### src/verilog/dis_pkg.sv
// Constants, register map and types for the digital input scanner.
// Assumes a 100 MHz hclk and an AHB-Lite master with whole-word transfers.
package dis_pkg;

  // Channel counts: base card inputs first, add-on card channels follow
  localparam int DIS_BASE_N = 3;
  localparam int DIS_ADD_N  = 8;
  localparam int DIS_CH_N   = DIS_BASE_N + DIS_ADD_N;

  // Add-on channel measurement in whole volts, thresholds in whole volts
  localparam int DIS_VOLT_W = 9;
  localparam int DIS_THR_W  = 8;
  localparam logic [DIS_THR_W-1:0] DIS_ACT_RST = 8'h58;
  localparam logic [DIS_THR_W-1:0] DIS_REL_RST = 8'h3C;
  localparam logic [DIS_THR_W-1:0] DIS_AC_DIV  = 8'h0A;

  // Delays in milliseconds, up to 1800000 ms
  localparam int DIS_DLY_W = 21;
  localparam int DIS_TMR_W = 22;
  localparam logic [DIS_DLY_W-1:0] DIS_DLY_RST = 21'h000000;

  // Timing: time constants in their own unit, counts derived
  localparam int DIS_CLK_PERIOD_NS = 10;
  localparam int DIS_MS_NS         = 1000000;
  localparam int DIS_CYC_PER_MS    = DIS_MS_NS / DIS_CLK_PERIOD_NS;
  localparam int DIS_PRE_W         = 17;
  localparam int DIS_SCAN_PERIOD_MS = 5;
  localparam logic [2:0] DIS_SCAN_LAST = 3'(DIS_SCAN_PERIOD_MS - 1);
  localparam int DIS_AC_DROP_MS    = 30;
  localparam logic [DIS_TMR_W-1:0] DIS_AC_DROP = 22'(DIS_AC_DROP_MS);

  // Register map, byte addresses
  localparam logic [11:0] DIS_OFF_CFG   = 12'h000;
  localparam logic [11:0] DIS_OFF_PU    = 12'h040;
  localparam logic [11:0] DIS_OFF_DO    = 12'h080;
  localparam logic [11:0] DIS_OFF_ACT   = 12'h0C0;
  localparam logic [11:0] DIS_OFF_REL   = 12'h0E0;
  localparam logic [11:0] DIS_OFF_STAT  = 12'h100;
  localparam logic [3:0]  DIS_STAT_STATE = 4'h0;
  localparam logic [3:0]  DIS_STAT_LOGIC = 4'h1;
  localparam logic [3:0]  DIS_STAT_RELAY = 4'h2;
  localparam logic [3:0]  DIS_STAT_ENER  = 4'h3;

  // Configuration word fields
  localparam int DIS_CFG_NC = 0;
  localparam int DIS_CFG_AC = 1;

  localparam logic [1:0] DIS_HTRANS_NONSEQ = 2'h2;

  typedef enum logic [2:0] {
    DIS_RG_NONE,
    DIS_RG_CFG,
    DIS_RG_PU,
    DIS_RG_DO,
    DIS_RG_ACT,
    DIS_RG_REL,
    DIS_RG_STAT
  } dis_region_e;

endpackage

### src/verilog/dis_scanner.sv
// Digital input scanner: base card pins and add-on card voltage channels,
// with thresholds, polarity, delays and a three-stage scan pipeline.
// Assumes base pins are asynchronous; add-on voltages come from logic on hclk.
//
// The implementer's own choices: the AHB-Lite register port and the register addresses.
`timescale 1ns/1ps
module dis_scanner #(
  parameter int unsigned CYC_PER_MS = dis_pkg::DIS_CYC_PER_MS
) (
  input  wire logic                                                   hclk,
  input  wire logic                                                   hresetn,
  input  wire logic                                                   hsel,
  input  wire logic [31:0]                                            haddr,
  input  wire logic [1:0]                                             htrans,
  input  wire logic                                                   hwrite,
  input  wire logic [2:0]                                             hsize,
  input  wire logic [31:0]                                            hwdata,
  input  wire logic                                                   hready,
  output logic      [31:0]                                            hrdata,
  output logic                                                        hreadyout,
  output logic                                                        hresp,
  input  wire logic [dis_pkg::DIS_BASE_N-1:0]                         base_pin,
  input  wire logic [dis_pkg::DIS_ADD_N-1:0][dis_pkg::DIS_VOLT_W-1:0] addon_volt,
  output logic      [dis_pkg::DIS_CH_N-1:0]                           binary_input_channel,
  output logic      [dis_pkg::DIS_CH_N-1:0]                           logic_state,
  output logic      [dis_pkg::DIS_CH_N-1:0]                           output_relay_channels
);
  import dis_pkg::*;
  localparam logic [DIS_PRE_W-1:0] PRE_LAST = DIS_PRE_W'(CYC_PER_MS - 1);
  function automatic dis_region_e dis_decode(input logic [31:0] a);
    dis_region_e r;
    logic [3:0]  i;
    r = DIS_RG_NONE;
    i = a[5:2];
    if (a[31:9] != '0 || a[1:0] != 2'b00) begin
      r = DIS_RG_NONE;
    end else if (a[8:6] == DIS_OFF_CFG[8:6] && i < 4'(DIS_CH_N)) begin
      r = DIS_RG_CFG;
    end else if (a[8:6] == DIS_OFF_PU[8:6] && i < 4'(DIS_CH_N)) begin
      r = DIS_RG_PU;
    end else if (a[8:6] == DIS_OFF_DO[8:6] && i < 4'(DIS_CH_N)) begin
      r = DIS_RG_DO;
    end else if (a[8:5] == DIS_OFF_ACT[8:5]) begin
      r = DIS_RG_ACT;
    end else if (a[8:5] == DIS_OFF_REL[8:5]) begin
      r = DIS_RG_REL;
    end else if (a[8:6] == DIS_OFF_STAT[8:6] && i <= DIS_STAT_ENER) begin
      r = DIS_RG_STAT;
    end
    return r;
  endfunction
  // Prescaler: millisecond base and scan tick
  logic [DIS_PRE_W-1:0] pre_reg, pre_next;
  logic [2:0]           scan_cnt_reg, scan_cnt_next;
  logic                 ms_tick_reg, ms_tick_next;
  logic                 scan_tick_reg, scan_tick_next;
  always_comb begin
    pre_next       = pre_reg;
    scan_cnt_next  = scan_cnt_reg;
    ms_tick_next   = 1'b0;
    scan_tick_next = 1'b0;
    if (pre_reg == PRE_LAST) begin
      pre_next     = '0;
      ms_tick_next = 1'b1;
      if (scan_cnt_reg == DIS_SCAN_LAST) begin
        scan_cnt_next  = '0;
        scan_tick_next = 1'b1;
      end else begin
        scan_cnt_next = scan_cnt_reg + 3'h1;
      end
    end else begin
      pre_next = pre_reg + DIS_PRE_W'(1);
    end
  end

  always_ff @(posedge hclk or negedge hresetn) begin
    if (!hresetn) begin
      pre_reg       <= '0;
      scan_cnt_reg  <= '0;
      ms_tick_reg   <= 1'b0;
      scan_tick_reg <= 1'b0;
    end else begin
      pre_reg       <= pre_next;
      scan_cnt_reg  <= scan_cnt_next;
      ms_tick_reg   <= ms_tick_next;
      scan_tick_reg <= scan_tick_next;
    end
  end
  // Register file and AHB-Lite slave; reads take one wait state
  logic [1:0]           cfg_reg  [DIS_CH_N], cfg_next  [DIS_CH_N];
  logic [DIS_DLY_W-1:0] pu_reg   [DIS_CH_N], pu_next   [DIS_CH_N];
  logic [DIS_DLY_W-1:0] do_reg   [DIS_CH_N], do_next   [DIS_CH_N];
  logic [DIS_THR_W-1:0] act_reg  [DIS_ADD_N], act_next [DIS_ADD_N];
  logic [DIS_THR_W-1:0] rel_reg  [DIS_ADD_N], rel_next [DIS_ADD_N];
  logic                 wr_pend_reg, wr_pend_next;
  logic                 rd_pend_reg, rd_pend_next;
  logic [31:0]          addr_reg, addr_next;
  logic [31:0]          hrdata_reg, hrdata_next;
  logic                 hreadyout_reg, hreadyout_next;
  logic [DIS_CH_N-1:0]  state_reg, logic_reg, relay_reg, ener_reg;
  dis_region_e          wr_rg, rd_rg;
  logic                 accept;
  always_comb begin
    cfg_next       = cfg_reg;
    pu_next        = pu_reg;
    do_next        = do_reg;
    act_next       = act_reg;
    rel_next       = rel_reg;
    wr_pend_next   = 1'b0;
    rd_pend_next   = rd_pend_reg;
    addr_next      = addr_reg;
    hrdata_next    = hrdata_reg;
    hreadyout_next = hreadyout_reg;
    accept         = hsel && htrans == DIS_HTRANS_NONSEQ && hready;
    wr_rg          = dis_decode(addr_reg);
    rd_rg          = wr_rg;
    // Write data phase, completes with no wait state
    if (wr_pend_reg) begin
      case (wr_rg)
        DIS_RG_CFG: cfg_next[addr_reg[5:2]]  = hwdata[1:0];
        DIS_RG_PU:  pu_next[addr_reg[5:2]]   = hwdata[DIS_DLY_W-1:0];
        DIS_RG_DO:  do_next[addr_reg[5:2]]   = hwdata[DIS_DLY_W-1:0];
        DIS_RG_ACT: act_next[addr_reg[4:2]]  = hwdata[DIS_THR_W-1:0];
        DIS_RG_REL: rel_next[addr_reg[4:2]]  = hwdata[DIS_THR_W-1:0];
        default: ;
      endcase
    end
    // Read muxed one cycle after address phase so a preceding write is visible
    if (rd_pend_reg) begin
      hrdata_next = '0;
      case (rd_rg)
        DIS_RG_CFG: hrdata_next[1:0]           = cfg_reg[addr_reg[5:2]];
        DIS_RG_PU:  hrdata_next[DIS_DLY_W-1:0] = pu_reg[addr_reg[5:2]];
        DIS_RG_DO:  hrdata_next[DIS_DLY_W-1:0] = do_reg[addr_reg[5:2]];
        DIS_RG_ACT: hrdata_next[DIS_THR_W-1:0] = act_reg[addr_reg[4:2]];
        DIS_RG_REL: hrdata_next[DIS_THR_W-1:0] = rel_reg[addr_reg[4:2]];
        DIS_RG_STAT: begin
          if (addr_reg[5:2] == DIS_STAT_STATE) begin
            hrdata_next[DIS_CH_N-1:0] = state_reg;
          end else if (addr_reg[5:2] == DIS_STAT_LOGIC) begin
            hrdata_next[DIS_CH_N-1:0] = logic_reg;
          end else if (addr_reg[5:2] == DIS_STAT_RELAY) begin
            hrdata_next[DIS_CH_N-1:0] = relay_reg;
          end else begin
            hrdata_next[DIS_CH_N-1:0] = ener_reg;
          end
        end
        default: ;
      endcase
      rd_pend_next   = 1'b0;
      hreadyout_next = 1'b1;
    end
    if (accept) begin
      addr_next = haddr;
      if (hwrite) begin
        wr_pend_next = 1'b1;
      end else begin
        rd_pend_next   = 1'b1;
        hreadyout_next = 1'b0;
      end
    end
  end

  always_ff @(posedge hclk or negedge hresetn) begin
    if (!hresetn) begin
      for (int k = 0; k < DIS_CH_N; k++) begin
        cfg_reg[k] <= 2'h0;
        pu_reg[k]  <= DIS_DLY_RST;
        do_reg[k]  <= DIS_DLY_RST;
      end
      for (int k = 0; k < DIS_ADD_N; k++) begin
        act_reg[k] <= DIS_ACT_RST;
        rel_reg[k] <= DIS_REL_RST;
      end
      wr_pend_reg   <= 1'b0;
      rd_pend_reg   <= 1'b0;
      addr_reg      <= '0;
      hrdata_reg    <= '0;
      hreadyout_reg <= 1'b1;
    end else begin
      cfg_reg       <= cfg_next;
      pu_reg        <= pu_next;
      do_reg        <= do_next;
      act_reg       <= act_next;
      rel_reg       <= rel_next;
      wr_pend_reg   <= wr_pend_next;
      rd_pend_reg   <= rd_pend_next;
      addr_reg      <= addr_next;
      hrdata_reg    <= hrdata_next;
      hreadyout_reg <= hreadyout_next;
    end
  end
  // Base card pins are asynchronous to hclk
  logic [DIS_BASE_N-1:0] sync1_reg, sync2_reg;
  always_ff @(posedge hclk or negedge hresetn) begin
    if (!hresetn) begin
      sync1_reg <= '0;
      sync2_reg <= '0;
    end else begin
      sync1_reg <= base_pin;
      sync2_reg <= sync1_reg;
    end
  end
  // Per-channel detection, delay timing and commit
  logic [DIS_CH_N-1:0] ener_next, state_next, level;
  for (genvar k = 0; k < DIS_CH_N; k++) begin : g_ch
    logic [DIS_TMR_W-1:0] tmr_reg, tmr_next, target;
    if (k < DIS_BASE_N) begin : g_base
      always_comb begin
        ener_next[k] = sync2_reg[k];
      end
    end else begin : g_add
      logic [DIS_THR_W-1:0] rel_eff;
      always_comb begin
        // AC mode forces release to a tenth of activation
        rel_eff = cfg_reg[k][DIS_CFG_AC] ? act_reg[k-DIS_BASE_N] / DIS_AC_DIV : rel_reg[k-DIS_BASE_N];
        ener_next[k] = ener_reg[k];
        if (addon_volt[k-DIS_BASE_N] > {1'b0, act_reg[k-DIS_BASE_N]}) begin
          ener_next[k] = 1'b1;
        end else if (addon_volt[k-DIS_BASE_N] < {1'b0, rel_eff}) begin
          ener_next[k] = 1'b0;
        end
      end
    end

    always_comb begin
      level[k]  = ener_reg[k] ^ cfg_reg[k][DIS_CFG_NC];
      target    = state_reg[k]
                ? ({1'b0, do_reg[k]} + (cfg_reg[k][DIS_CFG_AC] ? DIS_AC_DROP : '0))
                : {1'b0, pu_reg[k]};
      tmr_next  = tmr_reg;
      state_next[k] = state_reg[k];
      // Timer runs only while the level disagrees with the committed state
      if (level[k] == state_reg[k]) begin
        tmr_next = '0;
      end else if (ms_tick_reg && tmr_reg != '1) begin
        tmr_next = tmr_reg + DIS_TMR_W'(1);
      end
      if (scan_tick_reg && level[k] != state_reg[k] && tmr_reg >= target) begin
        state_next[k] = level[k];
        tmr_next      = '0;
      end
    end

    always_ff @(posedge hclk or negedge hresetn) begin
      if (!hresetn) begin
        tmr_reg <= '0;
      end else begin
        tmr_reg <= tmr_next;
      end
    end
  end
  // Scan pipeline: input state, internal logic, relay command
  logic [DIS_CH_N-1:0] logic_next, relay_next;
  always_comb begin
    logic_next = logic_reg;
    relay_next = relay_reg;
    if (scan_tick_reg) begin
      logic_next = state_reg;
      relay_next = logic_reg;
    end
  end

  always_ff @(posedge hclk or negedge hresetn) begin
    if (!hresetn) begin
      ener_reg  <= '0;
      state_reg <= '0;
      logic_reg <= '0;
      relay_reg <= '0;
    end else begin
      ener_reg  <= ener_next;
      state_reg <= state_next;
      logic_reg <= logic_next;
      relay_reg <= relay_next;
    end
  end

  assign hrdata                = hrdata_reg;
  assign hreadyout             = hreadyout_reg;
  assign hresp                 = 1'b0;
  assign binary_input_channel  = state_reg;
  assign logic_state           = logic_reg;
  assign output_relay_channels = relay_reg;
endmodule

### config.mk
export PLATFORM = sky130hd
export DESIGN_NAME = dis_scanner
export DESIGN_NICKNAME = d
export VERILOG_FILES = /design/src/verilog/dis_pkg.sv /design/src/verilog/dis_scanner.sv
export SDC_FILE = /design/constraint.sdc
export NUM_CORES = 2
export LEC_CHECK = 0
export BUFFER_PORTS_ARGS = -buffer_cell sky130_fd_sc_hd__buf_2
export CORE_UTILIZATION = 40
export CTS_CLUSTER_DIAMETER = 200
export CTS_CLUSTER_SIZE = 20
export DETAILED_ROUTE_END_ITERATION = 10
export MAX_ROUTING_LAYER = met4
export SYNTH_ARGS = -nofsm -noshare
export SYNTH_HDL_FRONTEND = slang
export SYNTH_SLANG_ARGS = --single-unit
export TNS_END_PERCENT = 20
### constraint.sdc
create_clock -name hclk -period 5.2 [get_ports hclk]
set_clock_uncertainty 0.2 [all_clocks]
set_input_delay 1.04 -clock hclk [delete_from_list [all_inputs] [get_ports hclk]]
set_output_delay 1.04 -clock hclk [all_outputs]
set_load 0.01 [all_outputs]
### Yosys cells after proc, flatten, opt, wreduce, memory -nomap -nowiden

Index checks and enable logic that the tools add are counted.

| operators by class | value |
|---|---|
| reductions and logical operators | 70 |
| bitwise gates (word level) | 13 |
| add/subtract/negate cells | 24 |
| $lt $le $gt $ge | 33 |
| muxes and demuxes | 131 |
| divide/modulo/power cells | 8 |
| equal/unequal tests | 49 |

Operators by type and width:

| cell | count |
|---|---|
| $mux W22 | 44 |
| $bwmux W231 | 2 |
| $add A21 B5 Y22 | 11 |
| $add A22 B1 Y22 const B | 11 |
| $ge A22 B22 Y1 | 11 |
| $ne A22 B22 Y1 const B | 11 |
| $bmux W21 S4 | 2 |
| $bwmux W64 | 2 |
| $mux W21 | 5 |
| $mux W8 | 13 |
| $demux W21 S4 | 1 |
| $gt A9 B8 Y1 | 8 |
| $lt A9 B8 Y1 | 8 |
| $div A8 B4 Y8 const B | 8 |
| $mux W5 | 11 |
| $bmux W8 S3 | 2 |
| $logic_and A1 B1 Y1 | 41 |
| $mux W11 | 3 |
| $reduce_bool A3 Y1 | 11 |
| $pmux W6 S5 | 1 |
| $mux W1 | 26 |
| $demux W8 S3 | 1 |
| $mux W3 | 8 |
| $reduce_bool A23 Y1 | 1 |
| 34 further kinds | 86 |

| storage, ports and cells | value |
|---|---|
| register bits after elaboration | 982 |
| output and inout bits | 67 |
| logic and storage cells | 421 |
| input bits | 149 |

### Depth between registers and ports, before layout

| depth | value |
|---|---|
| depth in word-level cells | 11 |
| gate-level depth with buffers | 19 |
| mapped depth without buffers | 18 |

### Least setup slack after synthesis

Ideal clock, no wire load.

| timing path | value |
|---|---|
| kind | flip-flop to flip-flop |
| start | reg cfg_reg[3] in the netlist's numbering |
| end | reg g_ch[9].tmr_reg[10] |
| setup time | 132 ps |
| cell stages (with the launch flop) | 19 |
| required time | 4868 ps |
| arrival time | 3824 ps |
| buffers on the path | 2 |
| slack | 1044 ps |
| period minus slack after synthesis | 4156 ps |
| cells stage by stage | dfrtp_1 ha_1 a21o_1 a21o_1 a21oi_1 or3_1 clkbuf_1 or3_1 a21oi_1 a21oi_1 ha_1 nand4_1 or2_2 nor3_1 a221oi_1 o22a_1 o311ai_0 clkbuf_1 nor2_1 |

| between the ends | value |
|---|---|
| cells in the longest elaborated chain, start to end | 6 |
| elaborated cells between the ends (all ways) | 7 |
| classes of those cells | add/sub (1); order compare (1); mux (3); reduce/logical (2) |

RTL lines:

| item | RTL line | RTL |
|---|---|---|
| from (decl) | dis_scanner.sv:90 | `logic [1:0] cfg_reg [DIS_CH_N], cfg_next [DIS_CH_N];` |
| from (signal assigned) | dis_scanner.sv:181 | `cfg_reg <= cfg_next;` |
| $mux W5 * | dis_scanner.sv:229 | `? ({1'b0, do_reg[k]} + (cfg_reg[k][DIS_CFG_AC] ? DIS_AC_DROP : '0))` |
| $add A21 B5 Y22 * | dis_scanner.sv:229 |  |
| $mux W22 * | dis_scanner.sv:229 |  |
| $ge A22 B22 Y1 * | dis_scanner.sv:239 | `if (scan_tick_reg && level[k] != state_reg[k] && tmr_reg >= target) begin` |
| $logic_and A1 B1 Y1 * | dis_scanner.sv:239 |  |
| $reduce_bool A3 Y1 (no line) or $mux W22 (tied branches) | n/a |  |
| to (signal assigned) | dis_scanner.sv:249 | `tmr_reg <= tmr_next;` |
| to (decl) | dis_scanner.sv:207 | `logic [DIS_TMR_W-1:0] tmr_reg, tmr_next, target;` |

Mark *: on every way between the ends. The rest lies on a longest branch, timed or not.
A chain may end at the register's enable or synchronous reset.

### Worst setup path in the final report

| timing path | value |
|---|---|
| start | reg cfg_reg[7] in the netlist's numbering |
| end | reg g_ch[7].tmr_reg[20] |

| between the ends | value |
|---|---|
| cells in the longest elaborated chain, start to end | 6 |
| elaborated cells between the ends (all ways) | 7 |
| classes of those cells | add/sub (1); order compare (1); mux (3); reduce/logical (2) |

RTL lines:

| item | RTL line |
|---|---|
| $mux W5 * | dis_scanner.sv:229 |
| $add A21 B5 Y22 * | dis_scanner.sv:229 |
| $mux W22 * | dis_scanner.sv:229 |
| $ge A22 B22 Y1 * | dis_scanner.sv:239 |
| $logic_and A1 B1 Y1 * | dis_scanner.sv:239 |
| $reduce_bool A3 Y1 (no line) or $mux W22 (tied branches) | n/a |
| to (signal assigned) | dis_scanner.sv:249 |
| to (decl) | dis_scanner.sv:207 |

Marked as above.

==> impl_metrics.env <==
export IMPL_routed_wirelength_um=208000
export IMPL_cp_required_ns=5.64
export IMPL_final_antenna_net_count=0
export IMPL_tns_ns=0
export IMPL_ys_top_cells_by_area="dfrtp_1, mux2_2, ha_1"
export IMPL_synth_edf_count=0
export IMPL_start_util_pct=40.3
export IMPL_crit_slowest_cell="nor3_1"
export IMPL_cp_cell_sequence="buf_4 > ha_1 > a21o_1 > a21oi_1 > buf_4 > nor3_1 > nand3_1 > xor2_1 > nor2_1 > a21oi_1 > ha_1 > nand4_1 > nor4_1 > a221oi_1 > buf_4 > nand3_1 > o221a_2 > a21oi_1"
export IMPL_max_freq_mhz=213
export IMPL_path_class="flip-flop to flip-flop"
export IMPL_die_w_um=399
export IMPL_synth_async_reset_ratio_pct=100
export IMPL_combPwrFrac_pct=18.9
export IMPL_ctsLongestPathBuffers=3
export IMPL_worstSetupEndpointType="flip-flop"
export IMPL_setup_viol=0
export IMPL_gr_total_overflow=0
export IMPL_drive_gt1_share_pct=20.4
export IMPL_critical_path_buf_inv_count=3
export IMPL_slew_viol_final=0
export IMPL_cp_start_kind="flip-flop"
export IMPL_dr_wl_met2_um=91800
export IMPL_ys_seq_area_share_pct=39.2
export IMPL_pwr_share_seq_pct=51.2
export IMPL_fillers=14900
export IMPL_placed_cell_area_mm2=0.0663
export IMPL_port_buffers=189
export IMPL_cts_max_level=2
export IMPL_worst_pin_slew_ns=1.23
export IMPL_leakagePower_nw=29.6
export IMPL_clkPwrFrac_pct=29.9
export IMPL_internal_power_mw=11.2
export IMPL_crit_fanout=22
export IMPL_rows=145
export IMPL_crit_family="compound AO/OA/AOI/OAI gates"
export IMPL_layout_common_cells="dfrtp_1, mux2_2, nand2_1"
export IMPL_drc=0
export IMPL_hold_class="flip-flop to flip-flop"
export IMPL_cts_resized_gates=0
export IMPL_syn_avg_cell_area_um2=10.2
export IMPL_num_vias=49600
export IMPL_p_switching_mw=5.10
export IMPL_powerDensity_mw_per_mm2=240
export IMPL_switching_share_pct=31.3
export IMPL_die_area_mm2=0.159
export IMPL_cts_made_buffers=55
export IMPL_status="complete, no violations"
export IMPL_ys_types=85
export IMPL_yosysWarnings=0
export IMPL_place_congestion=0.957
export IMPL_yosysTopAreaCell="dfrtp_1"
export IMPL_cts_sinks=982
export IMPL_synth_top_area_share_pct=36.8
export IMPL_max_cap_violations=0
export IMPL_fin_nets=6797
export IMPL_die_y_um=399
export IMPL_cts_root_buf="clkbuf_16"
export IMPL_antenna_found_initial=23
export IMPL_vias_per_cell=5.97
export IMPL_synth_main_ff_cell="dfrtp_1"
export IMPL_netlist_area_mm2=0.0629
export IMPL_ys_ff_latch=982
export IMPL_slowest_delay_ns=0.52
export IMPL_fin_crit_sh_pct=90.4
export IMPL_grt_max_degree=105
export IMPL_maxUsedRoutingLayer="met4"
export IMPL_io_pins=216
export IMPL_hold_viol=0
export IMPL_clkTransAtPathRegs_ns=0.10
export IMPL_syn_to_final_growth_pct=7.87
export IMPL_route_met3_wl_um=14400
export IMPL_drt_pass1_iter_count=6
export IMPL_clock_latency_ns=0.72
export IMPL_postCtsSetupRepairBufs=0
export IMPL_design_core_area_mm2=0.156
export IMPL_drt_initial_drc_count=4938
export IMPL_m1WireLength_um=94000
export IMPL_dpl_hpwl_um=158000
export IMPL_first_global_vias=46900
export IMPL_cts_hold_buf=0
export IMPL_syn_inst=6176
export IMPL_cts_tree="built"
export IMPL_final_common_cell="dfrtp_1"
export IMPL_period_needed_ns=4.70
export IMPL_grt_pass1_wl_um=312000
export IMPL_post_drt_wl_per_cell_um=25.0
export IMPL_rsz0062_at_grt="no"
export IMPL_peakVddDrop_v=0.000280
export IMPL_grt_usage_pct=26.7
export IMPL_postLayoutCoreUtil_pct=43.5
export IMPL_relSlewSlack_pct=17.5
export IMPL_largest_reg_flops=242
export IMPL_cp_data_arrival_time_ns=5.14
export IMPL_fin_area_mm2=0.0679
[worst paths after layout]
check / start / end / slack (ns) / cells past startpoint
setup / recovery: cfg_reg[7] / g_ch[7].tmr_reg[20] / 0.50 / 18
hold / removal: sync2_reg[2] / ener_reg[2] / 0.15 / 0
setup reg to reg: cfg_reg[7] / g_ch[7].tmr_reg[20] / 0.50 / 18
hold reg to reg: sync2_reg[2] / ener_reg[2] / 0.15 / 0
max in group asynchronous: hresetn / addr_reg[2] / 3.42 / 2
min in group asynchronous: hresetn / pu_reg[146] / 0.21 / 1
[worst register-to-register path: cells and delay by family (launching register included)]
family / cells / cell delay, ns
AOI/OAI and AO/OA: 6 / 1.54
xor gates and xnor gates: 1 / 0.17
adders and majority gates: 2 / 0.72
buffers and inverters: 3 / 0.59
DFF: 1 / 0.40
and+or+nand+nor: 6 / 1.00
[logic make-up (layout without fill, tap and decap cells)]
logic type | count (synthesis) | count (layout) | share of synthesized area [%]
compound gates | 1077 | 1077 | 10.5
other cells | 1 | 23 | 0.00596
fa+ha+maj | 446 | 446 | 8.94
simple gates | 1842 | 1842 | 13.9
xor+xnor | 417 | 417 | 5.80
flops | 982 | 982 | 39.2
mux | 934 | 934 | 18.6
buf+inv | 477 | 536 | 3.02
[synthesized netlist by cell type, types with 10 or more instances]
cell        n
clkbuf_1  250
or2_2      12
a211oi_1   44
mux2i_1   127
o31ai_1    12
nor3b_1    11
a21o_1    149
mux4_2    120
fa_1       11
nor3_1     80
nor2_1    508
xnor2_1   206
nand2_1   519
and4_1     34
nor4_1     28
nand3_1   215
buf_1      23
o21ai_0   379
mux2_1     10
a21oi_1   243
ha_1      421
a221oi_1   23
xor2_1    211
mux2_2    677
o211ai_1   45
o22ai_1    25
a31oi_1    27
buf_2      52
dfrtp_1   925
maj3_1     14
or3_1      56
nand4_1   160
o221ai_1   13
o21a_1     39
inv_1     136
dfstp_2    57
and2_1     18
and3_1     62
nor2b_1    54
nand2b_1   52
buf_4      12
[power groups by stage]
stage          Sequential, mW  Combinational (mW)  Clock (mW)
3_3_place_gp             8.46                3.01           0
6_report                 8.34                3.09        4.86
4_1_cts                  8.32                3.06        4.98
2_1_floorplan            8.24                1.95           0
3_5_place_dp             8.48                3.05           0
5_1_grt                  8.37                3.30        5.22
[metrics by stage]
step	setup WS, ns	hold slack (ns)	instances	total power, mW
2_1_floorplan	1.04	0.131	6187	10.2
3_3_place_gp	0.616	0.141	8217	11.5
3_5_place_dp	0.509	0.136	8217	11.5
4_1_cts	0.424	0.155	8304	16.4
5_1_grt	0.106	0.158	8313	16.9
6_report	0.498	0.151	8315	16.3
[per-layer routing]
metal  up-vias  track usage (%)
met5         -                -
met4         0             8.72
li1      22400                -
met1     25200             37.4
met2      1663             39.3
met3       344             4.27
[final cells by class]
| type | count | area, µm² | share of cell area [%] |
|---|---|---|---|
| clock buffer | 84 | 1530 | 2.25 |
| multi-input combinational | 4728 | 36500 | 53.8 |
| tap | 2058 | 2570 | 3.79 |
| antenna | 11 | 27.5 | 0.0405 |
| clock inverter | 3 | 66.3 | 0.0977 |
| sequential | 982 | 24700 | 36.3 |
| inverter | 140 | 526 | 0.774 |
| timing repair buffer | 309 | 2010 | 2.96 |
Note: power is estimated with default switching activity, not from simulation.
